File: src/inc/mms_pkg.sv
/*
 * Package for the move, multiply and stack instruction group:
 * widths, opcode patterns, reset values, phase and operation enums,
 * the status flag and file port carriers, and the opcode decoder.
 * Assumes a 16-bit instruction word and a 12-bit data address space.
 */
package mms_pkg;

    // ==========================================================
    // widths and sizes
    localparam int DATA_W = 8;
    localparam int ADDR_W = 12;
    localparam int PC_W = 21;
    localparam int BANK_W = 4;
    localparam int STACK_DEPTH = 8;
    localparam int SP_W = 4;

    // ==========================================================
    // timing: one clock per quarter, four quarters per instruction
    localparam int CLK_PERIOD_NS = 50;
    localparam int QUARTERS_PER_INSTR = 4;
    localparam int INSTR_PERIOD_NS = CLK_PERIOD_NS * QUARTERS_PER_INSTR;

    // ==========================================================
    // opcode patterns
    localparam logic [7:0] OPC8_LOAD_LIT = 8'h0E;
    localparam logic [7:0] OPC8_MUL_LIT = 8'h0D;
    localparam logic [6:0] OPC7_MUL_FILE = 7'h01;
    localparam logic [6:0] OPC7_STORE = 7'h37;
    localparam logic [6:0] OPC7_NEGATE = 7'h36;
    localparam logic [15:0] OPC_POP = 16'h0006;
    localparam logic [15:0] OPC_PUSH = 16'h0005;
    localparam logic [15:0] OPC_IDLE = 16'h0000;
    localparam logic [3:0] OPC4_IDLE_ALT = 4'hF;

    // ==========================================================
    // addressing constants and field positions
    localparam logic [7:0] INDEXED_LIMIT = 8'h5F;
    localparam logic [BANK_W-1:0] ACCESS_BANK = 4'h0;
    localparam int ACCESS_BIT = 8;
    localparam logic [PC_W-1:0] PC_STEP = 21'h000002;
    localparam logic [SP_W-1:0] SP_ONE = 4'h1;
    localparam logic [SP_W-1:0] SP_FULL = 4'h8;

    // ==========================================================
    // reset values
    localparam logic [DATA_W-1:0] ACC_RESET = 8'h00;
    localparam logic [DATA_W-1:0] PROD_RESET = 8'h00;
    localparam logic [SP_W-1:0] SP_RESET = 4'h0;
    localparam logic [PC_W-1:0] STACK_RESET = 21'h000000;

    // ==========================================================
    // types
    typedef enum {PH_Q1, PH_Q2, PH_Q3, PH_Q4} mms_phase_t;

    typedef enum {
        OP_IDLE, OP_LOAD_LIT, OP_STORE, OP_MUL_LIT, OP_MUL_FILE,
        OP_NEGATE, OP_POP, OP_PUSH, OP_FOREIGN
    } mms_op_t;

    typedef struct packed {
        logic n;
        logic ov;
        logic z;
        logic dc;
        logic c;
    } mms_status_t;

    localparam mms_status_t STATUS_RESET = 5'h00;

    typedef struct packed {
        logic q1;
        logic q2;
        logic q3;
        logic q4;
    } mms_quarter_t;

    typedef struct packed {
        logic [ADDR_W-1:0] addr;
        logic rd;
        logic we;
        logic [DATA_W-1:0] wdata;
    } mms_file_req_t;

    // ==========================================================
    // opcode decoder
    function automatic mms_op_t mms_decode(input logic [15:0] w);
        mms_op_t op;
        op = OP_FOREIGN;
        if (w == OPC_IDLE || w[15:12] == OPC4_IDLE_ALT) begin
            op = OP_IDLE;
        end else if (w == OPC_POP) begin
            op = OP_POP;
        end else if (w == OPC_PUSH) begin
            op = OP_PUSH;
        end else if (w[15:8] == OPC8_LOAD_LIT) begin
            op = OP_LOAD_LIT;
        end else if (w[15:8] == OPC8_MUL_LIT) begin
            op = OP_MUL_LIT;
        end else if (w[15:9] == OPC7_MUL_FILE) begin
            op = OP_MUL_FILE;
        end else if (w[15:9] == OPC7_STORE) begin
            op = OP_STORE;
        end else if (w[15:9] == OPC7_NEGATE) begin
            op = OP_NEGATE;
        end
        return op;
    endfunction

    // operations that address a file register
    function automatic logic mms_is_file_op(input mms_op_t op);
        return op == OP_STORE || op == OP_MUL_FILE || op == OP_NEGATE;
    endfunction

endpackage

File: src/verilog/mms_phase_gen.sv
/*
 * Quarter-cycle generator: rotates Q1..Q4, one clock per quarter,
 * and decodes a one-hot flag for the current quarter from the phase register.
 * Assumes one free-running clock; reset restarts at Q1.
 */
`timescale 1ns/100ps
`default_nettype none

module mms_phase_gen
    import mms_pkg::*;
(
    // clock and reset
    input wire logic clk_sys_in,
    input wire logic rst_in,
    // current quarter
    output mms_quarter_t quarter_out
);

    mms_phase_t phase_q;

    // ==========================================================
    // quarter rotation
    always_ff @(posedge clk_sys_in or posedge rst_in) begin
        if (rst_in) begin
            phase_q <= PH_Q1;
        end else begin
            case (phase_q)
                PH_Q1: phase_q <= PH_Q2;
                PH_Q2: phase_q <= PH_Q3;
                PH_Q3: phase_q <= PH_Q4;
                default: phase_q <= PH_Q1;
            endcase
        end
    end

    // one-hot view of the quarter
    always_comb begin
        quarter_out.q1 = phase_q == PH_Q1;
        quarter_out.q2 = phase_q == PH_Q2;
        quarter_out.q3 = phase_q == PH_Q3;
        quarter_out.q4 = phase_q == PH_Q4;
    end

endmodule

`default_nettype wire

File: src/verilog/mms_core.sv
/*
 * Execution logic for literal moves into and register moves out of the
 * accumulator, 8x8 unsigned multiply, file negate and return-stack
 * pop and push, with access-bank, bank-select and indexed addressing.
 * Assumes the fetch unit presents each instruction word and its
 * program counter during Q1, and the data file answers a read in the
 * same quarter that the read strobe is high.
 */
`timescale 1ns/100ps
`default_nettype none

module mms_core
    import mms_pkg::*;
(
    // clock and reset
    input wire logic clk_sys_in,
    input wire logic rst_in,
    // instruction from fetch, taken in Q1
    input wire logic instr_valid_in,
    input wire logic [15:0] instr_in,
    input wire logic [PC_W-1:0] pc_in,
    // addressing context
    input wire logic [BANK_W-1:0] bank_select_reg_in,
    input wire logic ext_set_en_in,
    input wire logic [ADDR_W-1:0] index_base_in,
    // data file port
    output mms_file_req_t file_req_out,
    input wire logic [DATA_W-1:0] file_rdata_in,
    // core state
    output mms_quarter_t quarter_out,
    output logic [DATA_W-1:0] accumulator_out,
    output logic [DATA_W-1:0] product_high_out,
    output logic [DATA_W-1:0] product_low_out,
    output mms_status_t status_out,
    output logic [PC_W-1:0] stack_top_out,
    output logic [SP_W-1:0] stack_level_out
);

    // ==========================================================
    // state
    mms_quarter_t qtr;
    mms_op_t op_q;
    logic [DATA_W-1:0] lit_q;
    logic [PC_W-1:0] pc_q;
    logic [ADDR_W-1:0] addr_q;
    logic rd_q;
    logic [DATA_W-1:0] opnd_q;
    logic [DATA_W-1:0] wdata_q;
    logic [2*DATA_W-1:0] prod_res_q;
    mms_status_t neg_flags_q;
    logic [DATA_W-1:0] acc_q;
    logic [DATA_W-1:0] prod_hi_q;
    logic [DATA_W-1:0] prod_lo_q;
    mms_status_t status_q;
    logic [PC_W-1:0] stack_mem [STACK_DEPTH];
    logic [SP_W-1:0] sp_q;
    logic [ADDR_W-1:0] addr_d;
    logic [DATA_W-1:0] neg_d;
    logic [DATA_W-1:0] mul_b;

    mms_phase_gen u_phase (
        .clk_sys_in(clk_sys_in),
        .rst_in(rst_in),
        .quarter_out(qtr)
    );

    // ==========================================================
    // decode, Q1
    always_ff @(posedge clk_sys_in or posedge rst_in) begin
        if (rst_in) begin
            op_q <= OP_IDLE;
            lit_q <= ACC_RESET;
            pc_q <= STACK_RESET;
        end else if (qtr.q1) begin
            op_q <= instr_valid_in ? mms_decode(instr_in) : OP_IDLE;
            lit_q <= instr_in[DATA_W-1:0];
            pc_q <= pc_in;
        end
    end

    // effective file address from access bit, bank select and index base
    always_comb begin
        if (!instr_in[ACCESS_BIT]) begin
            if (ext_set_en_in && instr_in[DATA_W-1:0] <= INDEXED_LIMIT) begin
                addr_d = ADDR_W'(index_base_in + {ACCESS_BANK, instr_in[DATA_W-1:0]});
            end else begin
                addr_d = {ACCESS_BANK, instr_in[DATA_W-1:0]};
            end
        end else begin
            addr_d = {bank_select_reg_in, instr_in[DATA_W-1:0]};
        end
    end

    // address held for the whole instruction
    always_ff @(posedge clk_sys_in or posedge rst_in) begin
        if (rst_in) begin
            addr_q <= '0;
        end else if (qtr.q1 && instr_valid_in && mms_is_file_op(mms_decode(instr_in))) begin
            addr_q <= addr_d;
        end
    end

    // ==========================================================
    // operand read, Q2
    always_ff @(posedge clk_sys_in or posedge rst_in) begin
        if (rst_in) begin
            rd_q <= 1'b0;
        end else if (qtr.q1) begin
            rd_q <= instr_valid_in && (mms_decode(instr_in) == OP_MUL_FILE
                || mms_decode(instr_in) == OP_NEGATE);
        end else begin
            rd_q <= 1'b0;
        end
    end

    // operand capture at the end of Q2
    always_ff @(posedge clk_sys_in or posedge rst_in) begin
        if (rst_in) begin
            opnd_q <= '0;
        end else if (qtr.q2 && rd_q) begin
            opnd_q <= file_rdata_in;
        end
    end

    // ==========================================================
    // process, Q3
    assign neg_d = DATA_W'(~opnd_q + 8'h01);
    assign mul_b = (op_q == OP_MUL_FILE) ? opnd_q : lit_q;

    always_ff @(posedge clk_sys_in or posedge rst_in) begin
        if (rst_in) begin
            wdata_q <= '0;
            prod_res_q <= '0;
            neg_flags_q <= STATUS_RESET;
        end else if (qtr.q3) begin
            wdata_q <= (op_q == OP_NEGATE) ? neg_d : acc_q;
            prod_res_q <= {{DATA_W{1'b0}}, acc_q} * {{DATA_W{1'b0}}, mul_b};
            neg_flags_q.n <= neg_d[DATA_W-1];
            neg_flags_q.ov <= opnd_q == 8'h80;
            neg_flags_q.z <= neg_d == 8'h00;
            neg_flags_q.dc <= opnd_q[3:0] == 4'h0;
            neg_flags_q.c <= opnd_q == 8'h00;
        end
    end

    // ==========================================================
    // write, Q4: accumulator
    always_ff @(posedge clk_sys_in or posedge rst_in) begin
        if (rst_in) begin
            acc_q <= ACC_RESET;
        end else if (qtr.q4 && op_q == OP_LOAD_LIT) begin
            acc_q <= lit_q;
        end
    end

    // product pair
    always_ff @(posedge clk_sys_in or posedge rst_in) begin
        if (rst_in) begin
            prod_hi_q <= PROD_RESET;
            prod_lo_q <= PROD_RESET;
        end else if (qtr.q4 && (op_q == OP_MUL_LIT || op_q == OP_MUL_FILE)) begin
            prod_hi_q <= prod_res_q[2*DATA_W-1:DATA_W];
            prod_lo_q <= prod_res_q[DATA_W-1:0];
        end
    end

    // status flags, only the negate writes them
    always_ff @(posedge clk_sys_in or posedge rst_in) begin
        if (rst_in) begin
            status_q <= STATUS_RESET;
        end else if (qtr.q4 && op_q == OP_NEGATE) begin
            status_q <= neg_flags_q;
        end
    end

    // ==========================================================
    // return stack: push in Q2, pop in Q3
    always_ff @(posedge clk_sys_in or posedge rst_in) begin
        if (rst_in) begin
            sp_q <= SP_RESET;
        end else if (qtr.q2 && op_q == OP_PUSH && sp_q != SP_FULL) begin
            sp_q <= sp_q + SP_ONE;
        end else if (qtr.q3 && op_q == OP_POP && sp_q != SP_RESET) begin
            sp_q <= sp_q - SP_ONE;
        end
    end

    // stack storage, older entries stay put below the pointer
    always_ff @(posedge clk_sys_in) begin
        if (qtr.q2 && op_q == OP_PUSH && sp_q != SP_FULL) begin
            stack_mem[sp_q[SP_W-2:0]] <= pc_q + PC_STEP;
        end
    end

    // ==========================================================
    // outputs
    always_comb begin
        file_req_out.addr = addr_q;
        file_req_out.rd = rd_q;
        file_req_out.we = qtr.q4 && (op_q == OP_STORE || op_q == OP_NEGATE);
        file_req_out.wdata = wdata_q;
    end

    assign quarter_out = qtr;
    assign accumulator_out = acc_q;
    assign product_high_out = prod_hi_q;
    assign product_low_out = prod_lo_q;
    assign status_out = status_q;
    assign stack_level_out = sp_q;
    assign stack_top_out = (sp_q == SP_RESET) ? STACK_RESET
        : stack_mem[3'(sp_q - SP_ONE)];
endmodule

`default_nettype wire

File: config.mk
export PLATFORM = sky130hd
export DESIGN_NAME = mms_core
export DESIGN_NICKNAME = d
export VERILOG_FILES = /design/src/inc/mms_pkg.sv /design/src/verilog/mms_phase_gen.sv /design/src/verilog/mms_core.sv
export SDC_FILE = /design/constraint.sdc
export NUM_CORES = 1
export LEC_CHECK = 0
export BUFFER_PORTS_ARGS = -buffer_cell sky130_fd_sc_hd__buf_2
export CELL_PAD_IN_SITES_DETAIL_PLACEMENT = 1
export CELL_PAD_IN_SITES_GLOBAL_PLACEMENT = 2
export CORE_ASPECT_RATIO = 1.4
export CORE_MARGIN = 2
export CORE_UTILIZATION = 45
export DETAILED_ROUTE_END_ITERATION = 8
export GPL_TIMING_DRIVEN = 0
export HOLD_SLACK_MARGIN = 0.1
export PLACE_DENSITY_LB_ADDON = 0.1
export SLEW_MARGIN = 15
export SYNTH_ARGS = -nofsm -noshare
export SYNTH_HDL_FRONTEND = slang
export SYNTH_HIERARCHICAL = 1
export SYNTH_SLANG_ARGS = --single-unit
File: constraint.sdc
create_clock -name clk_sys_in -period 12.8 [get_ports clk_sys_in]
set_input_delay 2.56 -clock clk_sys_in [delete_from_list [all_inputs] [get_ports clk_sys_in]]
set_output_delay 2.56 -clock clk_sys_in [all_outputs]
set_load 0.01 [all_outputs]
==> results.md <==
- Status: finished clean
- CTS Buf Count: 28
- Crit path kind: register to primary output
- Synth area leaders: edfxtp_1, dfrtp_1, mux4_2
- Pre-CTS setup slack: 6.36 ns
- Initial antenna violation count: 0
- Slowest stage delay, CP: ~0.65 ns
- Final instance area: 16800 sq um
- Arrival time worst endpoint: 4.06 ns
- Clk buf depth: 3
- FF/Latch Area: 8000 sq um
- Post-route setup TNS: 0 ns
- Yosys top cell area share: 0.349
- Multi-input gate area: 6040 sq um
- DRC: 0
- LEAKAGE: 6.99 nW
- Asr flop ratio synth: 0.413
- Avg Inst Size Synth: 13.2 sq um
- Die width: 155 microns
- Area grow syn2layout: 16.0%
- Critical R2R Capture: prod_res_q[12]$_DFFE_PP0P_
- Post-CTS Resized: 0
- Area after DPL: 15800 sq um
- Initial DRC count: 360
- Cell depth of the worst hold path: 2
- Initial Utilization: 0.457
- GP Congestion: roughly 0.8
- Crit. End Element: primary output
- Post-synth net total: 1253
- R2R cell count: 19
- Critical-path cell list: clkbuf_1, inv_1, ha_1, clkbuf_1, buf_1, mux4_2, nand2_1, a21oi_1, buf_2
- CTS root buffer: clkbuf_16
- Chip height: between 200 and 250 microns
- Largest net degree at the start of global routing: 68
- Synth area leader: edfxtp_1
- CTS tree: yes
- Diode count: 0
- Sequential area share after synthesis: 0.554
- Routed Antenna Nets: 0
- Worst min path class: register to register
- Critical Path Source Type: register
- Setup violators final: 0
- Critical Path RT: between 10 and 15 ns
- RSZ-0062 raised after global routing: no
- Worst skew pair latency: 0.55 ns
- Tot Pwr: 2.13 mW
- Final Hold Viols: 0
- Top FF cell, synth: edfxtp_1
- Synth Warn #: 6
- Critical R2R Launch: op_q[2]$_DFFE_PP0P_
- Post-DP HPWL: 26800 microns
- Final wirelength: 36300 microns
- Crit path capture: stack_top_out[0]
- Mapped Area: 14400 sq um
- Setup Fix Bufs, Post-CTS: 0
- Global route overflow: 0
- Post-layout min period: 6.62 ns
- Htree depth: 1
- GRT Util Overall: 0.224
- Count leader, synth: edfxtp_1
- Max Cap Violations: 0
- Worst path slowest cell: buf_1
- Final period utilization: 0.517
- First-pass GRT wire length: 57800 microns
- Yosys reg bits: 286
- EDFF count, synth: 168
- Vias in the first global route: a little over 10000
- Tightest Pin Transition: 0.915 ns
- Synth cell types: 59
- Slew headroom: 0.373
- Power Density: 127 nW/um^2
- Levels on crit path: 9
- Skew final: 0.0144 ns
- Top cell family by delay on the critical path: buffers and inverters
- Layout cell share with drive strength beyond 1: 0.251
- PortBufs: around 140
- Avg WL per Cell: 21.4 microns
- Max-slew violations: 0
- Via count: 9307
- First-pass DRT Iterations: 4
- CTS Hold Bufs: 0
- Critical Path Most Common Cell: clkbuf_1
- Fillers: roughly 3300
- Via-per-instance ratio: 5.49
- Die area: approximately 34000 sq um
- Crit Path Max Fanout: 10
- Setup ws final: slightly above 6 ns
- Reg-to-reg slack, setup: 6.37 ns
- Critical Path Source: stack_level_out[0]$_DFFE_PP0P_
- Sink Count: roughly 290
- Max Clk Rate: ~0.15 GHz
- # rows: 77
- # nets final: 1433
- CTS clock-pin slew for the worst setup and hold paths: 0.06 ns
- Core Area: 31600 sq um
- Critical path buffer and inverter count: 5
- Io pins: 145
- Synth cell count leaders: edfxtp_1, dfrtp_1, nand2_1
- Peak supply drop: 0.0000966 V
- Cell count after synthesis: 1098
-- per-stage QoR --
step	utilization	instances	hold WS, ns
after detailed placement	0.500	1643	0.473
after global routing	0.530	1695	0.518
after CTS	0.530	1695	0.488
final	0.530	1695	0.486
after floorplan	-	1098	0.443
after global placement	0.495	1636	0.457
-- placed cells by master, fill, tap and decap left out, drive strengths merged, types with 6 or more instances in the layout --
cell type,count
a21o,6
a21oi,63
and2,18
and3,6
buf,162
clkbuf,67
clkinv,10
dfrtp,118
edfxtp,168
fa,37
ha,53
inv,77
mux2,77
mux2i,7
mux4,42
nand2,95
nand2b,7
nand3,22
nand4,8
nor2,55
nor2b,43
nor3,17
nor4,8
o21a,8
o21ai,23
xnor2,29
xor2,15
-- worst min-delay path, stage by stage, from the launching register on --
cell,delay (ns)
dfrtp_1,0.35
nand2_1,0.06
o31ai_1,0.05
-- final cells by class --
class	count	share of cell area
clock inverters	14	0.0101
plain buffers	41	0.00971
inverters	78	0.0178
clock buffers	38	0.0459
multi-input cells	693	0.361
flip-flops and latches	286	0.477
repair buffers	150	0.0487
well taps	395	0.0295
-- worst min path at each step --
| stage | startpoint | end | slack, ns |
|---|---|---|---|
| floorplan | prod_res_q[6]$_DFFE_PP0P_ | prod_res_q[6]$_DFFE_PP0P_ | 0.44 |
| global placement | addr_q[5]$_DFFE_PP0P_ | addr_q[5]$_DFFE_PP0P_ | 0.46 |
| detailed placement | neg_flags_q[0]$_DFFE_PP0P_ | neg_flags_q[0]$_DFFE_PP0P_ | 0.47 |
| CTS | status_out[2]$_DFFE_PP0P_ | status_out[2]$_DFFE_PP0P_ | 0.49 |
| global route | neg_flags_q[3]$_DFFE_PP0P_ | neg_flags_q[3]$_DFFE_PP0P_ | 0.52 |
| finish | neg_flags_q[0]$_DFFE_PP0P_ | neg_flags_q[0]$_DFFE_PP0P_ | 0.49 |
-- where the power goes --
part	switching, mW	total, mW	internal (mW)	leakage [nW]
clock	0.351	0.851	0.501	0.452
combinational	0.162	0.266	0.104	3.49
sequential	0.0168	1.01	0.995	3.05
total	0.529	2.13	1.60	6.99
-- registers in the layout, indices dropped and copies added, names as in the netlist --
name              flops
pc_q                 21
product_low_out       8
rd_q                  1
accumulator_out       8
wdata_q               8
u_phase/phase_q       2
stack_level_out       4
addr_q               12
product_high_out      8
neg_flags_q           5
op_q                  4
status_out            5
opnd_q                8
lit_q                 8
stack_mem           168
prod_res_q           16
-- kinds of logic after synthesis --
logic type / after synthesis / share of synthesized area
fa+ha+maj: 90 / 0.0972
compound gates: 139 / 0.0593
simple gates: 294 / 0.101
mux: 126 / 0.130
buf+inv: 119 / 0.0315
flops: 286 / 0.554
xor+xnor: 44 / 0.0267
-- routing by layer --
layer,part of all wire,vias up,track usage
li1,-,4307,-
met1,0.38,4772,0.261
met2,0.56,181,0.437
met3,0.031,47,0.0197
met4,0.021,0,0.0578
met5,0,-,0
(Power assumes the default switching activity.)
